### config.mk
export PLATFORM = sky130hd
export DESIGN_NAME = gpg_port
export DESIGN_NICKNAME = d
export VERILOG_FILES = /design/src/gpg_debounce.v /design/src/gpg_port.v
export VERILOG_INCLUDE_DIRS = /design/src
export SDC_FILE = /design/constraint.sdc
export NUM_CORES = 1
export LEC_CHECK = 0
export BUFFER_PORTS_ARGS = -buffer_cell sky130_fd_sc_hd__buf_2
export CAP_MARGIN = 20
export CORE_MARGIN = 1
export CORE_UTILIZATION = 57
export DETAILED_ROUTE_END_ITERATION = 6
export GPL_TIMING_DRIVEN = 0
export PLACE_DENSITY_LB_ADDON = 0.05
export SETUP_SLACK_MARGIN = 0.15
export SYNTH_ARGS = -nofsm -noshare
export SYNTH_HDL_FRONTEND = slang
export SYNTH_SLANG_ARGS = --single-unit
### constraint.sdc
create_clock -name pclk -period 4.3 [get_ports pclk]
set_clock_uncertainty 0.1 [all_clocks]
set_input_delay 1.29 -clock pclk [delete_from_list [all_inputs] [get_ports pclk]]
set_output_delay 1.29 -clock pclk [all_outputs]
set_load 0.01 [all_outputs]
### src/gpg_consts.vh
`ifndef GPG_CONSTS_VH
`define GPG_CONSTS_VH
// Register word indices; the byte address is four times the index
`define GPG_ADDR_W 12
`define GPG_OFF_DATA 12'h210
`define GPG_OFF_IOEN 12'h212
`define GPG_OFF_PULL 12'h214
`define GPG_OFF_INTF 12'h216
`define GPG_OFF_INTCTL 12'h218
`define GPG_OFF_DEBEN 12'h21A
`define GPG_OFF_MODE 12'h21C
`define GPG_OFF_FUNC 12'h21E
`define GPG_OFF_CLK 12'h2E0
`define GPG_OFF_GRP 12'h2E2
`define GPG_OFF_IRQ_MASK 12'h2E4
// Field positions
`define GPG_HI_LSB 8
`define GPG_FN1_LSB 2
`define GPG_FILTER_CLOCK_DIVIDER_LSB 4
`define GPG_GRP_SECOND 1
// Reset values
`define GPG_RST_IOEN 16'h0003
`define GPG_RST_ZERO 16'h0000
// Function select codes
`define GPG_FN_ALT0 2'h0
`define GPG_FN_ALT1 2'h1
// Debounce: stable samples of the divided filter clock
`define GPG_DEB_SAMPLES 3
`endif

### src/gpg_debounce.v
`default_nettype none
`include "gpg_consts.vh"
module gpg_debounce #(
  parameter SAMPLES = `GPG_DEB_SAMPLES
) (
  input wire pclk,
  input wire presetn,
  input wire tick,
  input wire din,
  output reg dout
);
  reg [3:0] cnt_r;
  // Accept a new level only after it holds for SAMPLES filter ticks
  always @(posedge pclk or negedge presetn) begin
    if (!presetn) begin
      cnt_r <= 4'h0;
      dout <= 1'b0;
    end else if (din == dout) begin
      cnt_r <= 4'h0;
    end else if (tick) begin
      if (cnt_r == SAMPLES[3:0] - 4'h1) begin
        dout <= din;
        cnt_r <= 4'h0;
      end else begin
        cnt_r <= cnt_r + 4'h1;
      end
    end
  end
endmodule
`default_nettype wire

### src/gpg_port.v
`default_nettype none
`include "gpg_consts.vh"
module gpg_port #(
  parameter NPINS = 2
) (
  input wire pclk,
  input wire presetn,
  input wire psel,
  input wire penable,
  input wire pwrite,
  input wire [31:0] paddr,
  input wire [31:0] pwdata,
  output reg [31:0] prdata,
  output reg pready,
  output reg pslverr,
  input wire [NPINS-1:0] pin_in,
  output reg [NPINS-1:0] pin_out,
  output reg [NPINS-1:0] pin_oe,
  output reg [NPINS-1:0] pull_up_en,
  output reg [NPINS-1:0] pull_down_en,
  output reg [NPINS-1:0] pin_irq_req,
  input wire buzzer_output,
  input wire one_second_output,
  input wire clock_generator_output,
  input wire internal_fast_oscillator,
  input wire low_frequency_oscillator,
  input wire first_group_pending,
  output reg irq
);
  // Reset image of the packed enable register; inputs off, outputs on
  localparam [15:0] RST_IOEN = `GPG_RST_IOEN;

  // Software-visible register fields
  reg [NPINS-1:0] output_data_bits_r;
  reg [NPINS-1:0] input_enable_bits_r;
  reg [NPINS-1:0] output_enable_bits_r;
  reg [NPINS-1:0] pull_direction_bits_r;
  reg [NPINS-1:0] pull_enable_bits_r;
  reg [NPINS-1:0] pin_interrupt_flags_r;
  reg [NPINS-1:0] edge_select_bits_r;
  reg [NPINS-1:0] pin_interrupt_enables_r;
  reg [NPINS-1:0] debounce_enable_bits_r;
  reg [NPINS-1:0] peripheral_mode_bits_r;
  reg [3:0] function_select_r;
  reg [3:0] filter_clock_divider_r;
  reg filter_clock_source_r;
  reg [1:0] irq_mask_r;

  // Edge history and filter clock state
  reg [NPINS-1:0] prev_in_r;
  reg [15:0] div_cnt_r;
  reg [2:0] src_sync_r;
  reg [15:0] rdata_nxt;

  // Datapath and decode nets
  wire [NPINS-1:0] input_path;
  wire [NPINS-1:0] filtered;
  wire [NPINS-1:0] edge_hit;
  wire [NPINS-1:0] periph_out;
  wire [NPINS-1:0] flag_clear;
  wire [1:0] group_status;
  wire [1:0] irq_cause;
  wire [NPINS-1:0] gpio_pins;
  wire [NPINS-1:0] pull_ok;
  wire [11:0] addr;
  wire wr_acc;
  wire addr_ok;
  wire src_edge;
  wire src_tick;
  wire tick;
  wire [15:0] div_mask;
  genvar g;

  // Word index; every register sits on its own 32-bit word
  assign addr = paddr[13:2];
  // Writes land on the access edge, where ready is also high
  assign wr_acc = psel && penable && pwrite;

  // Known indices; upper address bits and byte lanes must be zero
  assign addr_ok = (paddr[31:14] == 18'h00000) && (paddr[1:0] == 2'b00) &&
    (addr == `GPG_OFF_DATA ||
     addr == `GPG_OFF_IOEN ||
     addr == `GPG_OFF_PULL ||
     addr == `GPG_OFF_INTF ||
     addr == `GPG_OFF_INTCTL ||
     addr == `GPG_OFF_DEBEN ||
     addr == `GPG_OFF_MODE ||
     addr == `GPG_OFF_FUNC ||
     addr == `GPG_OFF_CLK ||
     addr == `GPG_OFF_GRP ||
     addr == `GPG_OFF_IRQ_MASK);

  // Filter clock: slow source is synchronised, its rising edge is one tick
  always @(posedge pclk or negedge presetn) begin
    if (!presetn) begin
      src_sync_r <= 3'b000;
    end else begin
      src_sync_r <= {src_sync_r[1:0], low_frequency_oscillator};
    end
  end
  // Fast source taken as the pclk-domain enable; only stage 2 and 3 are compared
  assign src_edge = src_sync_r[1] & ~src_sync_r[2];
  // Source select: fast enable or one pulse per slow rising edge
  assign src_tick = filter_clock_source_r ? src_edge : internal_fast_oscillator;
  // Low n bits of the divider must be zero for a 1/2^n tick
  assign div_mask = (16'h0001 << filter_clock_divider_r) - 16'h0001;
  // Changing the ratio mid-count may stretch one filter period
  assign tick = src_tick && ((div_cnt_r & div_mask) == 16'h0000);

  // Free divider counting source ticks, ratio 1/2^n
  always @(posedge pclk or negedge presetn) begin
    if (!presetn) begin
      div_cnt_r <= 16'h0000;
    end else if (src_tick) begin
      div_cnt_r <= div_cnt_r + 16'h0001;
    end
  end

  generate
    for (g = 0; g < NPINS; g = g + 1) begin : pin
      // Input gate first so a disabled input cannot cause edges
      assign input_path[g] = pin_in[g] & input_enable_bits_r[g];
      // Filter always runs, so switching it in cannot glitch
      gpg_debounce u_deb (
        .pclk(pclk),
        .presetn(presetn),
        .tick(tick),
        .din(input_path[g]),
        .dout(filtered[g])
      );
      // Filter inserted or bypassed per pin
      wire cur = debounce_enable_bits_r[g] ? filtered[g] : input_path[g];
      // Falling when select is one, rising otherwise; GPIO mode only
      assign edge_hit[g] = !peripheral_mode_bits_r[g] &&
        (edge_select_bits_r[g] ? (prev_in_r[g] & ~cur) : (~prev_in_r[g] & cur));
      // Write-one-to-clear strobe, only on a mapped access
      assign flag_clear[g] = wr_acc && addr_ok && addr == `GPG_OFF_INTF && pwdata[g];
      // History resets low, the level of a disabled input, so no false edge
      always @(posedge pclk or negedge presetn) begin
        if (!presetn) begin
          prev_in_r[g] <= 1'b0;
          pin_interrupt_flags_r[g] <= 1'b0;
        end else begin
          prev_in_r[g] <= cur;
          // Set beats a same-cycle clear so no edge is lost
          if (edge_hit[g]) begin
            pin_interrupt_flags_r[g] <= 1'b1;
          end else if (flag_clear[g]) begin
            pin_interrupt_flags_r[g] <= 1'b0;
          end
        end
      end
    end
  endgenerate

  // Peripheral outputs by function select
  assign periph_out[0] = (function_select_r[1:0] == `GPG_FN_ALT1) ? one_second_output :
    buzzer_output;
  assign periph_out[1] = (function_select_r[3:2] == `GPG_FN_ALT1) ? clock_generator_output :
    ~buzzer_output;

  assign group_status = {|pin_interrupt_flags_r, first_group_pending};
  // Summary bits that may raise the interrupt line
  assign irq_cause = group_status & irq_mask_r;

  // Peripheral mode takes a pin away from every GPIO setting except the interrupt enable, which still passes flags set earlier
  assign gpio_pins = ~peripheral_mode_bits_r;
  // Pulls only on undriven GPIO pins whose pull is enabled
  assign pull_ok = gpio_pins & ~output_enable_bits_r & pull_enable_bits_r;

  // Pads, pulls and requests, all registered
  always @(posedge pclk or negedge presetn) begin
    if (!presetn) begin
      pin_out <= {NPINS{1'b0}};
      pin_oe <= {NPINS{1'b0}};
      pull_up_en <= {NPINS{1'b0}};
      pull_down_en <= {NPINS{1'b0}};
      pin_irq_req <= {NPINS{1'b0}};
      irq <= 1'b0;
    end else begin
      // Peripheral function always drives; GPIO bits are ignored there
      pin_out <= (peripheral_mode_bits_r & periph_out) |
        (~peripheral_mode_bits_r & output_data_bits_r);
      pin_oe <= peripheral_mode_bits_r | output_enable_bits_r;
      pull_up_en <= pull_ok & pull_direction_bits_r;
      pull_down_en <= pull_ok & ~pull_direction_bits_r;
      pin_irq_req <= pin_interrupt_flags_r & pin_interrupt_enables_r;
      // Interrupt line: any unmasked summary bit
      irq <= |irq_cause;
    end
  end

  // Register writes
  always @(posedge pclk or negedge presetn) begin
    if (!presetn) begin
      output_data_bits_r <= {NPINS{1'b0}};
      // Inputs off, outputs driving low after reset
      input_enable_bits_r <= RST_IOEN[`GPG_HI_LSB +: NPINS];
      output_enable_bits_r <= RST_IOEN[NPINS-1:0];
      pull_direction_bits_r <= {NPINS{1'b0}};
      pull_enable_bits_r <= {NPINS{1'b0}};
      edge_select_bits_r <= {NPINS{1'b0}};
      pin_interrupt_enables_r <= {NPINS{1'b0}};
      debounce_enable_bits_r <= {NPINS{1'b0}};
      peripheral_mode_bits_r <= {NPINS{1'b0}};
      function_select_r <= 4'h0;
      filter_clock_divider_r <= 4'h0;
      filter_clock_source_r <= 1'b0;
      irq_mask_r <= 2'b00;
    end else if (wr_acc && addr_ok) begin
      // Flags clear in the pin loop; the summary is read-only
      case (addr)
        // Output data in the high byte; the low byte is status only
        `GPG_OFF_DATA: begin
          output_data_bits_r <= pwdata[`GPG_HI_LSB +: NPINS];
        end
        // Input enables high, output enables low
        `GPG_OFF_IOEN: begin
          input_enable_bits_r <= pwdata[`GPG_HI_LSB +: NPINS];
          output_enable_bits_r <= pwdata[NPINS-1:0];
        end
        // Pull direction high, pull enable low
        `GPG_OFF_PULL: begin
          pull_direction_bits_r <= pwdata[`GPG_HI_LSB +: NPINS];
          pull_enable_bits_r <= pwdata[NPINS-1:0];
        end
        // Edge select high, interrupt enable low
        `GPG_OFF_INTCTL: begin
          edge_select_bits_r <= pwdata[`GPG_HI_LSB +: NPINS];
          pin_interrupt_enables_r <= pwdata[NPINS-1:0];
        end
        // Per-pin filter insertion
        `GPG_OFF_DEBEN: begin
          debounce_enable_bits_r <= pwdata[NPINS-1:0];
        end
        // GPIO or peripheral ownership
        `GPG_OFF_MODE: begin
          peripheral_mode_bits_r <= pwdata[NPINS-1:0];
        end
        // Two select bits per pin
        `GPG_OFF_FUNC: begin
          function_select_r <= pwdata[3:0];
        end
        // Filter clock ratio and source
        `GPG_OFF_CLK: begin
          filter_clock_divider_r <= pwdata[`GPG_FILTER_CLOCK_DIVIDER_LSB +: 4];
          filter_clock_source_r <= pwdata[0];
        end
        // Mask of the summary bits
        `GPG_OFF_IRQ_MASK: begin
          irq_mask_r <= pwdata[1:0];
        end
        // Flag and summary writes change nothing here
        default: begin
          irq_mask_r <= irq_mask_r;
        end
      endcase
    end
  end

  // Read mux; status bits show live state
  always @* begin
    rdata_nxt = 16'h0000;
    // Every index returns a 16-bit image; unused bits stay zero
    case (addr)
      // Output data stored; input status gated by enable and mode
      `GPG_OFF_DATA: begin
        rdata_nxt[`GPG_HI_LSB +: NPINS] = output_data_bits_r;
        rdata_nxt[NPINS-1:0] = input_path & ~peripheral_mode_bits_r;
      end
      // Enables as written
      `GPG_OFF_IOEN: begin
        rdata_nxt[`GPG_HI_LSB +: NPINS] = input_enable_bits_r;
        rdata_nxt[NPINS-1:0] = output_enable_bits_r;
      end
      // Pull settings as written
      `GPG_OFF_PULL: begin
        rdata_nxt[`GPG_HI_LSB +: NPINS] = pull_direction_bits_r;
        rdata_nxt[NPINS-1:0] = pull_enable_bits_r;
      end
      // Live flags
      `GPG_OFF_INTF: rdata_nxt[NPINS-1:0] = pin_interrupt_flags_r;
      // Edge select and interrupt enables
      `GPG_OFF_INTCTL: begin
        rdata_nxt[`GPG_HI_LSB +: NPINS] = edge_select_bits_r;
        rdata_nxt[NPINS-1:0] = pin_interrupt_enables_r;
      end
      // Filter enables
      `GPG_OFF_DEBEN: rdata_nxt[NPINS-1:0] = debounce_enable_bits_r;
      // Pin ownership
      `GPG_OFF_MODE: rdata_nxt[NPINS-1:0] = peripheral_mode_bits_r;
      // Function selects
      `GPG_OFF_FUNC: rdata_nxt[3:0] = function_select_r;
      // Divider in bits 7:4, source in bit 0
      `GPG_OFF_CLK: begin
        rdata_nxt[`GPG_FILTER_CLOCK_DIVIDER_LSB +: 4] = filter_clock_divider_r;
        rdata_nxt[0] = filter_clock_source_r;
      end
      // Group summary, this group in bit 1
      `GPG_OFF_GRP: rdata_nxt[1:0] = group_status;
      // Summary mask
      `GPG_OFF_IRQ_MASK: rdata_nxt[1:0] = irq_mask_r;
      // Unmapped reads return zero
      default: rdata_nxt = 16'h0000;
    endcase
  end

  // APB answer: no wait states, ready pulses in the first access cycle
  always @(posedge pclk or negedge presetn) begin
    if (!presetn) begin
      pready <= 1'b0;
      pslverr <= 1'b0;
      prdata <= 32'h00000000;
    end else if (psel && !penable) begin
      // Answer latched from the setup phase for the access edge
      pready <= 1'b1;
      pslverr <= !addr_ok;
      prdata <= (!pwrite && addr_ok) ? {16'h0000, rdata_nxt} : 32'h00000000;
    end else begin
      // Read data holds; ready and error drop
      pready <= 1'b0;
      pslverr <= 1'b0;
    end
  end
endmodule
`default_nettype wire

==> impl_summary.txt <==
----------------------------------------------------
[Global routing]
  Global-route congestion overflow total ... 0
  Wire length of the first global-routing pass ... 16900 µm
  Largest net degree at the start of global routing ... 46
  Overall track demand over capacity in global routing ... 0.260
  Initial antenna violation count ... 0
  Via count of the first global-routing pass ... 3537

[Worst hold path]
  Class of the tightest hold or removal check ... flip-flop to flip-flop
  Beginning of the worst hold path ... src_sync_r[0]
  Worst hold endpoint ... src_sync_r[1]
  Worst Hold Depth ... 0

[Setup path]
  Reg-to-reg slack, setup ... 1.02 ns
  RR Endpoint ... pin[1].u_deb.dout
  Startpoint-to-endpoint class of the critical path ... input port to flip-flop
  Origin of the critical flop-to-flop path ... filter_clock_divider_r[2]
  Data required, critical path ... 4.45 ns
  Max FO, Critical Path ... 9
  Critical path endpoint category ... flip-flop
  Arrival time at the worst endpoint ... 3.46 ns
  Depth of the worst register-to-register path ... 9
  Critical path launch point type ... input port

[Detailed routing]
  Detailed router's first-iteration violation count ... 191
  Ratio of routed vias to standard cells ... 5.64
  Router iterations before antenna repair ... 4
  Residual antenna-violating net count after detailed routing ... 0
  Drt total wl ... 10100 µm
  Average wire per standard cell ... 15.9 µm
  Total vias in the final route ... 3590
  Post-detailed-route DRC marker count ... 0

[Power and ir drop]
  Peak supply drop ... 0.163 mV
  Leakage dissipation ... 0.00256 µW
  Total power of the final layout ... 1670 µW
  Total power density per cell area ... 318 nW/µm²

[Timing]
  Number of failing setup endpoints in the final timing report ... 0
  Fmax ... 302 MHz
  Hold violation total from the final report ... 0
  RSZ-0062 raised after global routing ... no
  Slew @ Worst Pin ... 0.891 ns
  Rel. slew slack ... 0.398
  Fin Setup TNS ... 0 ns
  Final min period ... 3.31 ns
  Count of pins over their slew limit ... 0
  Ratio of final minimum period to clock period ... 0.771

[CTS]
  Clock slew at the register clock pins of the worst setup and hold paths ... 0.09 ns
  Inserted Clock Buffers ... 9
  Resize count post-CTS ... 0
  Clock Tree Buf Depth ... 2
  CTS Hold Buffers Added ... 0
  Number of levels in the clock H-tree ... 3
  Root buffer cell ... clkbuf_8
  TritonCTS clock tree ... yes
  Buffer count from post-CTS setup fixing ... 0
  Latest clock arrival within the worst-skew pair ... 0.36 ns
  Clock net sink count ... 84

[Yosys]
  Number of enable flip-flop cells after synthesis ... 0
  Yosys warning count ... 0
  Number of distinct library cell variants in the gate-level netlist after synthesis ... 73
  Most instantiated flip-flop cell in the synthesis netlist ... dfrtp_1
  Number of synthesized register bits ... 84
  Share of synthesized area occupied by flip-flops and latches ... 0.472
  Post-synthesis average cell area ... 10.5 µm²
  Instance count of the mapped netlist ... 424
  Fraction of synthesis flops using an asynchronous set or reset pin ... 1.00
  Area of the mapped netlist ... 4460 µm²

[Die]
  Y dimension of the die ... 90.5 µm
  I/O pin cnt ... 122
  Die X ... 90.5 µm
  Area of the core region ... 7410 µm²
  Row count ... 31
  Total die area ... 8190 µm²
  Starting Density ... 0.602

[Place]
  Number of I/O port buffers ... 76
  Placed Cells incl. Taps ... 621
  Gpl congestion ... 0.924
  Dpl hpwl ... 7580 µm

[Job]
  Total of max-cap violations ... 0

[Finish]
  Final std cells w/o fill ... 636
  Filler Cell Count ... 573
  Share of post-route cells with drive strength above 1 ... 0.285
  Antenna Cells ... 0
  Layout area overhead ... 17.5%
  Total number of nets in the final design ... 616

[Outcome]
  Outcome ... completed

----------------------------------------------------
[sequential cells by signal (all words and copies together), names as in the netlist, 3 cells and up]
register / count
src_sync_r: 3
filter_clock_divider_r: 4
function_select_r: 4
pin.u_deb.cnt_r: 8
prdata: 10
div_cnt_r: 15
[placed cells by master, fill, tap and decap left out, types with 11 or more instances in the layout]
cell and count:
o21ai_0 14, mux2_1 13, a21oi_1 20, buf_2 79
nor2_1 19, nand3_1 14, dfrtp_1 82, clkbuf_1 13
xnor2_1 14, nand2_1 32, buf_4 23, conb_1 22
clkbuf_8 11, mux2_2 17, inv_1 15
[worst max-delay path, cell delays in order]
cell	delay (ns)
buf_2	0.10
or4b_1	0.51
clkbuf_1	0.18
nand2b_1	0.16
buf_2	0.20
or3_4	0.38
nor2_2	0.29
mux2_1	0.35
[layout make-up]
cell class                      count  area (µm²)  area share
Inverter                           15        56.3      0.0107
Timing Repair Buffer               77         403      0.0768
Buffer                             42         260      0.0496
Clock buffer                       11         151      0.0289
Clock inverter                      4        25.0     0.00477
Sequential cell                    84        2100       0.401
Multi-Input combinational cell    304        2120       0.404
Tap cell                           99         124      0.0236
[report_power, final]
part,switching [µW],leakage [µW],internal (µW)
logic,131,0.00134,119
registers,64.2,0.00113,839
clock network,280,0.0000872,236
[logic make-up after synthesis]
kind of cell             Yosys count  share of synthesized area
AO/OA/AOI/OAI                     76                      0.124
adder cells (fa/ha/maj)            7                     0.0191
XOR/XNOR                          17                     0.0334
AND/OR/NAND/NOR                  145                      0.188
multiplexers                      37                     0.0925
buffers and inverters             57                     0.0709
flip-flops                        84                      0.472
other                              1                   0.000840
[cell usage after synthesis (3+ instances only)]
| cell | n | area [µm²] |
|---|---|---|
| a21oi_1 | 20 | 100 |
| a31oi_1 | 3 | 18.8 |
| a32o_1 | 10 | 100 |
| and2_1 | 3 | 18.8 |
| and3_1 | 6 | 37.5 |
| and4_1 | 3 | 26.3 |
| buf_2 | 4 | 20.0 |
| buf_4 | 22 | 165 |
| clkbuf_1 | 13 | 48.8 |
| dfrtp_1 | 82 | 2050 |
| ha_1 | 6 | 75.1 |
| inv_1 | 15 | 56.3 |
| mux2_1 | 13 | 146 |
| mux2_2 | 17 | 191 |
| mux2i_1 | 6 | 60.1 |
| nand2_1 | 32 | 120 |
| nand2b_1 | 4 | 25.0 |
| nand3_1 | 14 | 70.1 |
| nand4_1 | 4 | 25.0 |
| nor2_1 | 19 | 71.3 |
| nor2b_1 | 10 | 62.6 |
| nor3_1 | 7 | 35.0 |
| nor4_1 | 6 | 37.5 |
| nor4b_1 | 5 | 43.8 |
| o21ai_0 | 14 | 70.1 |
| or3_1 | 9 | 56.3 |
| or4_1 | 3 | 22.5 |
| xnor2_1 | 14 | 123 |
| xor2_1 | 3 | 26.3 |
[worst max-delay path by stage]
stage / from / endpoint / depth (start not counted)
2_1_floorplan: paddr[10] / debounce_enable_bits_r[0] / 7
3_3_place_gp: paddr[10] / input_enable_bits_r[1] / 8
3_5_place_dp: paddr[10] / input_enable_bits_r[1] / 8
4_1_cts: paddr[10] / input_enable_bits_r[1] / 8
5_1_grt: paddr[4] / filter_clock_divider_r[0] / 6
6_report: paddr[10] / input_enable_bits_r[1] / 8
[through the flow]
step	hold WS, ns	cell area (µm²)	worst slack, ns	utilization
6_report	0.266	5250	0.985	0.708
3_3_place_gp	0.231	5050	0.627	0.681
3_5_place_dp	0.250	5070	0.608	0.684
2_1_floorplan	0.231	4540	0.940	-
5_1_grt	0.274	5250	0.835	0.708
4_1_cts	0.268	5250	0.985	0.708
[per-layer routing]
metal | GRT usage | vias up | share of wire
met2 | 0.439 | 148 | 0.47
met4 | 0.0685 | 0 | 0.013
met3 | 0.0480 | 12 | 0.066
li1 | - | 1710 | -
met5 | 0 | - | 0
met1 | 0.344 | 1720 | 0.45
(Power assumes the default switching activity.)
